[src/common/pvic_defines.svh]
// Constants of the priority vector interrupt controller
`ifndef PVIC_DEFINES_SVH
`define PVIC_DEFINES_SVH
`define PVIC_NSRC       118
`define PVIC_NTRAP      8
`define PVIC_DEF_BASE   24'h000004
`define PVIC_ALT_BASE   24'h000104
`define PVIC_RESET_ADDR 24'h000000
`define PVIC_ALT_BIT    15
`define PVIC_PRIO_RST   3'h4
`define PVIC_USER_MAX   3'h7
`define PVIC_VEC_OSC    1
`define PVIC_VEC_ADDR   2
`define PVIC_VEC_STACK  3
`define PVIC_VEC_MATH   4
`define PVIC_LVL_OSC    4'hE
`define PVIC_LVL_ADDR   4'hD
`define PVIC_LVL_STACK  4'hC
`define PVIC_LVL_MATH   4'hB
`define PVIC_LVL_NONE   4'h0
`endif

[src/common/pvic_pkg.sv]
// Types of the priority vector interrupt controller
package pvic_pkg;
  typedef logic [3:0]  pvic_lvl_t;   // Four-bit core or trap level
  typedef logic [2:0]  pvic_ulvl_t;  // Three-bit user level
  typedef logic [23:0] pvic_addr_t;  // Handler address
endpackage : pvic_pkg

[src/common/pvic_arb_if.sv]
// Interface between the controller and its arbiter
`timescale 1ns/1ns
`default_nettype none
interface pvic_arb_if #(
  parameter int N  = 126,
  parameter int VW = 7
);
  logic [N-1:0]      pend;     // Pending requests by vector
  logic [N-1:0][3:0] lvl;      // Level of each vector
  logic              valid;    // A takeable request exists
  logic [VW-1:0]     win;      // Winning vector number
  logic [3:0]        win_lvl;  // Level of the winner
  modport arb (input pend, lvl, output valid, win, win_lvl);
  modport ctl (output pend, lvl, input valid, win, win_lvl);
endinterface : pvic_arb_if
`default_nettype wire

[src/design/pvic_arbiter.sv]
// Level then natural-order arbiter of the interrupt controller
`timescale 1ns/1ns
`default_nettype none
`include "pvic_defines.svh"
module pvic_arbiter
  import pvic_pkg::*;
#(
  parameter int N  = 126,
  parameter int VW = 7
) (
  pvic_arb_if.arb a
);

  pvic_lvl_t     best_lvl;  // Best level seen so far
  logic [VW-1:0] best;      // Vector holding it
  logic          found;     // Any takeable request

  // ----------------------------------------------------------------
  // Arbitration
  // ----------------------------------------------------------------
  // Scan from the last vector down so that ties go to the lower number
  always_comb begin
    best_lvl = `PVIC_LVL_NONE;
    best     = '0;
    found    = 1'b0;
    for (int i = N - 1; i >= 0; i--) begin
      // Level zero never qualifies level first, then order
      if (a.pend[i] && a.lvl[i] != `PVIC_LVL_NONE && a.lvl[i] >= best_lvl) begin
        best_lvl = a.lvl[i];
        best     = VW'(i);
        found    = 1'b1;
      end
    end
    a.valid   = found;
    a.win     = best;
    a.win_lvl = best_lvl;
  end
endmodule : pvic_arbiter
`default_nettype wire

[src/design/pvic_top.sv]
// Priority vector interrupt controller, top level
// How it works
// - All pending requests merge into one request
// - Default table at 0x000004, 126 entries
// - Each entry gives a 24-bit handler address
// - Alternate select bit 15 switches tables
// - Alternate table starts at 0x000104, same layout
// - Traps 0-7 at consecutive even addresses
// - Reset clears all registers but source levels, no vector fetch
// - Sixteen core levels; request must exceed
// - Users levels 0-7, traps 8-15, unique
// - Level zero source is never taken
// - Core level: three low bits plus top
// - Low bits writable; 111 blocks users
// - Top bit set by traps, software clears only
// - Nesting disabled makes low bits read-only
// - Three-bit field per nibble, bit3 zero
// - User levels run 1 lowest to 7
// - Source levels reset to four
// - Rank by level, then lower vector wins
// - Only strictly higher level preempts
// - Trap levels fixed at 14,13,12,11
// - Soft traps sampled over two cycles
`timescale 1ns/1ns
`default_nettype none
`include "pvic_defines.svh"
module pvic_top
  import pvic_pkg::*;
#(
  parameter int NSRC = `PVIC_NSRC,
  parameter int SW   = $clog2(`PVIC_NSRC),
  parameter int N    = `PVIC_NSRC + `PVIC_NTRAP,
  parameter int VW   = $clog2(`PVIC_NSRC + `PVIC_NTRAP)
) (
  input  wire logic            mclk,
  input  wire logic            rst,
  input  wire logic            ce,
  input  wire logic [NSRC-1:0] src_pend,
  input  wire logic            trap_osc_fail,
  input  wire logic            trap_addr_err,
  input  wire logic            trap_stack_err,
  input  wire logic            trap_math_err,
  input  wire logic            prio_wr_en,
  input  wire logic [SW-1:0]   prio_wr_idx,
  input  wire logic [3:0]      prio_wr_data,
  input  wire logic [SW-1:0]   prio_rd_idx,
  output var  logic [3:0]      prio_rd_data,
  input  wire logic            ctl2_wr_en,
  input  wire logic [15:0]     ctl2_wr_data,
  output logic      [15:0]     int_control_two,
  input  wire logic            ipl_wr_en,
  input  wire logic [2:0]      ipl_wr_data,
  input  wire logic            ipl_top_clr,
  input  wire logic            nest_disable,
  output var  pvic_ulvl_t      core_priority_low,
  output var  logic            core_priority_top,
  input  wire logic            exc_ack,
  input  wire logic            ret_en,
  input  wire logic [3:0]      ret_prio,
  output logic                 exc_req,
  output var  logic [VW-1:0]   exc_vector,
  output var  pvic_addr_t      exc_addr,
  output var  pvic_lvl_t       exc_level,
  output logic      [23:0]     restart_addr
);

  // ----------------------------------------------------------------
  // State
  // ----------------------------------------------------------------
  pvic_ulvl_t      prio      [NSRC];  // Source levels, one per nibble
  pvic_ulvl_t      next_prio [NSRC];
  logic [3:0]      next_prio_rd;      // Read data for the nibble
  logic            alt_sel;           // Alternate table select
  logic            next_alt_sel;
  pvic_ulvl_t      next_low;          // Core level, low bits
  logic            next_top;          // Core level, top bit
  logic [1:0]      soft_s1;           // Soft traps, first sample
  logic [1:0]      soft_s2;           // Soft traps, second sample
  logic [1:0]      next_s1;
  logic [1:0]      next_s2;
  logic            win_valid;         // Registered arbitration result
  logic            next_valid;
  logic [VW-1:0]   next_vec;
  pvic_addr_t      next_addr;
  pvic_lvl_t       next_lvl;
  pvic_lvl_t       core_prio;         // Full four-bit core level
  pvic_addr_t      base;              // Active table base

  pvic_arb_if #(.N(N), .VW(VW)) arb ();

  pvic_arbiter #(.N(N), .VW(VW)) u_arb (
    .a (arb.arb)
  );

  // Core level seen as one value
  assign core_prio       = {core_priority_top, core_priority_low};
  assign int_control_two = {alt_sel, 15'h0000};
  assign restart_addr    = `PVIC_RESET_ADDR;  // Reset starts here, no fetch

  // ----------------------------------------------------------------
  // Arbiter inputs
  // ----------------------------------------------------------------
  // Traps sit at their fixed vectors and levels, sources follow them
  always_comb begin
    arb.pend = '0;
    arb.lvl  = '0;
    arb.pend[`PVIC_VEC_OSC]   = trap_osc_fail;
    arb.pend[`PVIC_VEC_ADDR]  = trap_addr_err;
    arb.pend[`PVIC_VEC_STACK] = soft_s2[0];
    arb.pend[`PVIC_VEC_MATH]  = soft_s2[1];
    arb.lvl[`PVIC_VEC_OSC]    = `PVIC_LVL_OSC;
    arb.lvl[`PVIC_VEC_ADDR]   = `PVIC_LVL_ADDR;
    arb.lvl[`PVIC_VEC_STACK]  = `PVIC_LVL_STACK;
    arb.lvl[`PVIC_VEC_MATH]   = `PVIC_LVL_MATH;
    for (int k = 0; k < NSRC; k++) begin
      arb.pend[`PVIC_NTRAP + k] = src_pend[k];
      arb.lvl[`PVIC_NTRAP + k]  = {1'b0, prio[k]};       // Users stay below 8
    end
  end

  // ----------------------------------------------------------------
  // Soft trap sampling
  // ----------------------------------------------------------------
  // Two stages delay stack and math traps like interrupts
  always_comb begin
    next_s1 = {trap_math_err, trap_stack_err};
    next_s2 = soft_s1;
  end

  always_ff @(posedge mclk or posedge rst) begin
    if (rst) begin
      soft_s1 <= 2'h0;
      soft_s2 <= 2'h0;
    end else if (ce) begin
      soft_s1 <= next_s1;
      soft_s2 <= next_s2;
    end
  end

  // ----------------------------------------------------------------
  // Source level registers
  // ----------------------------------------------------------------
  // Write the low three bits of one nibble; bit 3 reads as zero
  always_comb begin
    next_prio = prio;
    if (prio_wr_en) begin
      next_prio[prio_wr_idx] = prio_wr_data[2:0];
    end
    next_prio_rd = {1'b0, prio[prio_rd_idx]};
  end

  always_ff @(posedge mclk or posedge rst) begin
    if (rst) begin
      for (int k = 0; k < NSRC; k++) begin
        prio[k] <= `PVIC_PRIO_RST;
      end
      prio_rd_data <= 4'h0;
    end else if (ce) begin
      prio         <= next_prio;
      prio_rd_data <= next_prio_rd;
    end
  end

  // ----------------------------------------------------------------
  // Control and core level
  // ----------------------------------------------------------------
  // Taking an exception raises the core level; hardware beats software
  always_comb begin
    next_alt_sel = alt_sel;
    next_low     = core_priority_low;
    next_top     = core_priority_top;
    if (ctl2_wr_en) begin
      next_alt_sel = ctl2_wr_data[`PVIC_ALT_BIT];
    end
    // Software may write low bits unless nesting is off
    if (ipl_wr_en && !nest_disable) begin
      next_low = ipl_wr_data;
    end
    // Software can only clear the top bit
    if (ipl_top_clr) begin
      next_top = 1'b0;
    end
    // Return restores the saved level
    if (ret_en) begin
      next_low = ret_prio[2:0];
      next_top = ret_prio[3];
    end
    // Accepted exception sets the level so only higher preempts
    if (exc_ack && exc_req) begin
      next_low = exc_level[2:0];
      next_top = exc_level[3] | core_priority_top;     // Trap in progress
    end
  end

  always_ff @(posedge mclk or posedge rst) begin
    if (rst) begin
      alt_sel           <= 1'b0;
      core_priority_low <= 3'h0;
      core_priority_top <= 1'b0;
    end else if (ce) begin
      alt_sel           <= next_alt_sel;
      core_priority_low <= next_low;
      core_priority_top <= next_top;
    end
  end

  // ----------------------------------------------------------------
  // Winner and vector address
  // ----------------------------------------------------------------
  // Base of the selected table
  assign base = alt_sel ? `PVIC_ALT_BASE : `PVIC_DEF_BASE;

  // Entries are two apart; traps first, sources after
  always_comb begin
    next_valid = arb.valid;
    next_vec   = arb.win;
    next_lvl   = arb.win_lvl;
    next_addr  = base + {16'h0000, arb.win, 1'b0};
  end

  always_ff @(posedge mclk or posedge rst) begin
    if (rst) begin
      win_valid  <= 1'b0;
      exc_vector <= '0;
      exc_addr   <= `PVIC_RESET_ADDR;
      exc_level  <= `PVIC_LVL_NONE;
    end else if (ce) begin
      win_valid  <= next_valid;
      exc_vector <= next_vec;
      exc_addr   <= next_addr;
      exc_level  <= next_lvl;
    end
  end

  // One request to the core, only above the core level
  assign exc_req = win_valid && (exc_level > core_prio);
endmodule : pvic_top
`default_nettype wire

[config.mk]
export PLATFORM = sky130hd
export DESIGN_NAME = pvic_top
export DESIGN_NICKNAME = d
export VERILOG_FILES = /design/src/common/pvic_pkg.sv /design/src/common/pvic_arb_if.sv /design/src/design/pvic_arbiter.sv /design/src/design/pvic_top.sv
export VERILOG_INCLUDE_DIRS = /design/src /design/src/common
export SDC_FILE = /design/constraint.sdc
export NUM_CORES = 2
export LEC_CHECK = 0
export BUFFER_PORTS_ARGS = -buffer_cell sky130_fd_sc_hd__buf_2
export CAP_MARGIN = 20
export CORE_MARGIN = 8
export CORE_UTILIZATION = 25
export DETAILED_ROUTE_END_ITERATION = 16
export PLACE_DENSITY = 0.49
export SYNTH_ARGS = -nofsm -noshare
export SYNTH_HDL_FRONTEND = slang
export SYNTH_SLANG_ARGS = --single-unit
[constraint.sdc]
create_clock -name mclk -period 361.3 [get_ports mclk]
set_input_delay 72.26 -clock mclk [delete_from_list [all_inputs] [get_ports mclk]]
set_output_delay 72.26 -clock mclk [all_outputs]
set_load 0.02 [all_outputs]
# Word level (Yosys, flattened, before mapping)
# Index checks and enable logic that the tools add are counted.
# totals
regBits,402
latch_bits,0
mem_bits_rw,0
rom_bits,0
input_bits,173
output_inout_bits,84
word_cells,1006
n_memories,0
# classes
n_addsub,1
n_mul,0
div_mod_pow,0
magnitude_cmp,126
eq_ne,0
n_shift,0
muxes,379
bitwise_logic,3
n_reduce_logical,369
# ops
cell,n
7-bit 2-to-1 mux,122
4-bit nonzero test,118
3-bit 2-to-1 mux,124
354-bit bitwise mux,1
3-bit greater-or-equal comparator,117
1-bit logical AND,244
1-bit 2-to-1 mux,125
3-bit binary-select mux with 7-bit select,1
3-bit demux with 7-bit select,1
8-bit greater-or-equal comparator (second input constant),2
4-bit 2-to-1 mux,4
7-bit NOT with 8-bit output,2
4-bit greater-or-equal comparator (first input constant),3
9-bit by 8-bit adder with 10-bit output,1
9-bit 2-to-1 mux,1
8-bit by 1-bit less-than comparator with 1-bit output (second input constant),1
2-bit AND reduction,4
3-bit nonzero test,2
4-bit by 3-bit greater-or-equal comparator with 1-bit output (first input constant),1
4-bit > comparator,1
3-bit by 1-bit greater-or-equal comparator with 1-bit output (second input constant),1
1-bit logical NOT,1
1-bit OR,1

# Logic depth before layout (Yosys ltp)
# logic_depth
word_depth,368
mapped_depth,882
depth_no_buf,881

# Cells and area by module
# A second synthesis with hierarchy kept.
# unflattened
hier_cells,5693
area_unflattened_um2,48814.3
# modules_own_cells
mod,instances,cells_each,area_each_um2,seq_area_each_um2
pvic_arbiter,1,4351,29914.9,0.0
pvic_top,1,1342,18899.4,9806.9

# Worst setup path after synthesis
# Ideal clock, no wire load.
# synth_path
path_type,input port to flip-flop
startpoint,input port src_pend[117]
endpoint,register exc_addr[8]
setup_time_ns,0.141
t_arrival_ns,228.641
required_time_ns,361.159
setup_slack_ns,132.517
cell_stages,852
n_path_buf,1
cell_sequence,nand2_1 -> ha_1 -> nand2_1 -> o21a_2 -> nor2_1 -> inv_1 -> o21ai_0 -> ha_1 -> nand2b_1 -> a32oi_1 -> nor2_1 -> nor2_1 -> a21oi_1 -> ha_1 -> nor2b_1 -> nand4_1 -> o211ai_1 -> a21oi_1 -> [... 816 more ...] -> a21o_1 -> a21oi_1 -> nor2_1 -> nand2_1 -> a21boi_1 -> ha_1 -> nand2b_1 -> a21o_1 -> a21oi_1 -> nor2_1 -> nor2_1 -> a21oi_1 -> nor2_1 -> ha_1 -> inv_1 -> nor4b_4 -> a31o_1 -> a31oi_1
# synth_between
elab_chain_len,367
elab_cells_between_ends,488
cone_classes,add/sub (1); order compare (121); mux (243); reduce/logical (123)
# synth_rtl
element,line,text
from (decl),pvic_top.sv:38,"input wire logic [NSRC-1:0] src_pend,"
1-bit logical AND (no line) (*),--,
1-bit logical AND (*),pvic_arbiter.sv:28,if (a.pend[i] && a.lvl[i] != `PVIC_LVL_NONE && a.lvl[i] >= best_lvl) begin
3-bit 2-to-1 mux,pvic_arbiter.sv:28,
3-bit greater-or-equal comparator,pvic_arbiter.sv:28,
1-bit logical AND,pvic_arbiter.sv:28,
3-bit 2-to-1 mux,pvic_arbiter.sv:28,
3-bit greater-or-equal comparator,pvic_arbiter.sv:28,
1-bit logical AND,pvic_arbiter.sv:28,
[... 352 more ...],--,
4-bit greater-or-equal comparator,pvic_arbiter.sv:28,
1-bit logical AND,pvic_arbiter.sv:28,
4-bit 2-to-1 mux,pvic_arbiter.sv:28,
4-bit greater-or-equal comparator,pvic_arbiter.sv:28,
1-bit logical AND,pvic_arbiter.sv:28,
7-bit 2-to-1 mux (*),pvic_arbiter.sv:28,
via arb.win[2],pvic_arb_if.sv:11,logic [VW-1:0] win;
9-bit by 8-bit adder with 10-bit output (*),pvic_top.sv:218,"next_addr = base + {16'h0000, arb.win, 1'b0};"
to (signal assigned),pvic_top.sv:225,exc_addr <= `PVIC_RESET_ADDR;
to (signal assigned),pvic_top.sv:230,exc_addr <= next_addr;
to (decl),pvic_top.sv:62,"output var pvic_addr_t exc_addr,"
# The timed path passes the listed nets; every way through them passes the cells marked *.
# A chain may end at the register's enable or synchronous reset.

==> key figures <==
Critical path
  – Reg2Reg Depth: 848
  – Slowest CP cell: nor4_1
  – Startpoint Class: input port
  – Worst Path Buf+Inv: 19
  – Crit-path leading delay family: compound AO/OA/AOI/OAI gates
  – Crit path from: src_pend[117]
  – CP Data Required Time: ~360 ns
  – Worst Path Arrival: 254.71 ns
  – Critical path endpoint category: register
  – Most used cell, CP: ha_1
  – Critical path depth: 904
  – Kind of critical path: input port to register
  – Worst r2r src: arb.lvl[502]
  – Delay of the slowest critical-path stage: about 0.81 ns
  – Max FO, Critical Path: 9

STA
  – Fmax: 0.00393 GHz
  – RSZ-0062 raised after global routing: no
  – Worst Max-Slew Pin Slew: 1.09 ns
  – Final setup viols: 0
  – Slew Limit Fails: 0
  – Sum Neg Setup Slack: 0 ns
  – Tmin final: 254.25 ns
  – Skew final: 0.0558 ns
  – Final period util: 0.704
  – Final Hold Viols: 0
  – Slew headroom: 0.268

CTS
  – Htree depth: 2
  – Total CTS buffers: 48
  – Clk_lat worst skew: approximately 0.64 ns
  – Post-CTS sizing: 0
  – CTS Hold Bufs: 0
  – Post-CTS Setup Bufs: 0
  – CTS Root Cell: clkbuf_16
  – Clk buf depth: 3
  – TritonCTS clock tree: yes
  – Reg clk slew, reported paths: 0.06 ns
  – Clk sinks: 386

Floorplan
  – Core area: 0.147 mm^2
  – Die height: 401 um
  – Starting Density: 0.252
  – I/O pin count: 257
  – Die W: 401 um
  – Cell row count: 141
  – Die ar.: ~0.16 mm^2

Power
  – PD cells: 3.85 mW/mm^2
  – Worst VDD drop: 0.00000293 V
  – Leakage: 17.3 nW

Detailed routing
  – Wire length per cell: 21.2 um
  – Final WL: roughly 140,000 um
  – Pre-antenna DRT Iters: 6
  – Via count: 35,400
  – Vias per cell: 5.35
  – Remaining DRCs: 0
  – Final ANT Viol Nets: 0
  – DRT iter0 DRCs: 2,783

Placement
  – PortBufs: 185
  – Dpl hpwl: roughly 110,000 um
  – Post-DP Area: 0.0399 mm^2
  – GP Congestion: 0.881

GRT
  – GRT met2 Usage: 0.267
  – GR peak layer: met2
  – Initial antenna violation count: 65
  – Global-route wire length before repair: 212,000 um
  – Overall routing resource usage: 0.165
  – Largest net degree at the start of global routing: between 90 and 100
  – Met3 Resource Use GR: 0.0373
  – GR Util met1: 0.220
  – Vias in the first global route: 33,900
  – GRT Residual Overflow: 0

Logic synthesis
  – Synthesized netlist cell count: approximately 4,500
  – EDFF count, synth: 0
  – Syn avg cell area: 8.27 um^2
  – Post-synth cell types: 135
  – Synth async-reset ratio: 1.00
  – Synth Warn #: 0
  – Sequential area share after synthesis: 0.264
  – FF+latch count, synth: 386
  – Predominant post-synthesis flop cell: dfrtp_1
  – Cell Area, Synth: 0.0371 mm^2

Outcome
  – Status: completed

Flow run
  – Max Cap Viol: 0

Layout
  – Most frequent cells in the layout: nand2_1, nor2_1, o21ai_0, mux2_2, dfrtp_1
  – Share of layout cells above drive strength 1: 0.197
  – Final nets: around 4,900
  – Design area: 0.0418 mm^2
  – Commonest non-fill, non-tap cell in the layout: nand2_1
  – Synth-to-Final Area Change: 12.5%

Min path
  – HP Start: next_s2[0]
  – Min-delay worst type: register to register
  – Hold depth: 2
-- Yosys cell counts, types with 47 or more instances --
cell type	n	area [um^2]
nor2_1	377	1420
dfrtp_1	268	6710
maj3_1	48	480
mux4_2	70	1580
and2_1	74	463
nand2_1	574	2150
a21boi_0	49	368
dfstp_2	118	3100
o211ai_1	67	503
mux2i_1	76	761
ha_1	129	1610
mux2_2	279	3140
buf_4	60	450
clkbuf_1	112	420
nand3_1	122	611
o21a_1	67	503
nand2b_1	130	813
a211oi_1	47	353
inv_1	251	942
o21ai_0	335	1680
a21oi_1	243	1220
a31oi_1	71	444
nor3_1	75	375
-- cells by family (layout without fill, tap and decap cells) --
group	count (synthesis)	after routing	synth area share
buffers and inverters	447	552	0.0515
XOR/XNOR	3	3	0.000708
other	1	84	0.000101
AND/OR/NAND/NOR	1600	1600	0.205
adder cells (fa/ha/maj)	177	177	0.0564
multiplexers	429	429	0.149
flip-flops	386	386	0.264
AO/OA/AOI/OAI	1446	1446	0.273
-- worst paths after layout --
check                                to  slack, ns
max reg2reg                 exc_addr[8]     178.25
max in group asynchronous  arb.lvl[424]     286.58
min                          soft_s2[0]       0.48
max                         exc_addr[8]     107.05
min reg2reg                  soft_s2[0]       0.48
min in group asynchronous   exc_addr[2]      71.75
-- layout make-up --
class / count / area (um^2)
Antenna cell: 29 / 72.6
Clock buffer: 61 / 1310
Clock inverter: 28 / 452
Fill cell: 15900 / 106000
Inverter: 253 / 957
Multi-Input combinational cell: 3710 / 25600
Sequential cell: 386 / 9810
Tap cell: 1930 / 2410
Timing Repair Buffer: 210 / 1130
-- per-stage QoR --
step	utilization	std cells	total power, mW	setup slack (ns)	hold slack (ns)
2_1_floorplan	-	4543	0.0902	132.52	0.449
3_3_place_gp	0.271	6488	0.105	109.31	0.461
3_5_place_dp	0.271	6488	0.106	107.86	0.466
4_1_cts	0.283	6577	0.162	107.72	0.480
5_1_grt	0.283	6585	0.170	91.61	0.509
6_report	0.283	6607	0.161	107.05	0.476
-- report_power, final --
part / switching (mW) / leakage [nW] / internal, mW
Clock: 0.0220 / 0.851 / 0.0330
Sequential: 0.00433 / 4.45 / 0.0467
Combinational: 0.0326 / 12.0 / 0.0221
Total: 0.0589 / 17.3 / 0.102
-- per-layer routing --
metal | up-vias | wire (um)
li1 | 16900 | -
met1 | 17200 | 63400
met2 | 951 | 62800
met3 | 222 | 9330
met4 | 32 | 4010
met5 | - | 213
-- tightest hold or removal path, stage by stage, from the launching register on --
cell	delay, ns
dfrtp_1	0.34
nand2_1	0.05
o21ai_0	0.06
-- sequential cells by signal, summed over array words and instances (netlist names) --
name	flops
alt_sel	1
arb.lvl	354
core_priority_low	3
core_priority_top	1
exc_addr	8
exc_level	4
exc_vector	7
next_s2	2
prio_rd_data	3
soft_s2	2
win_valid	1
Note: power is estimated with default switching activity, not from simulation.
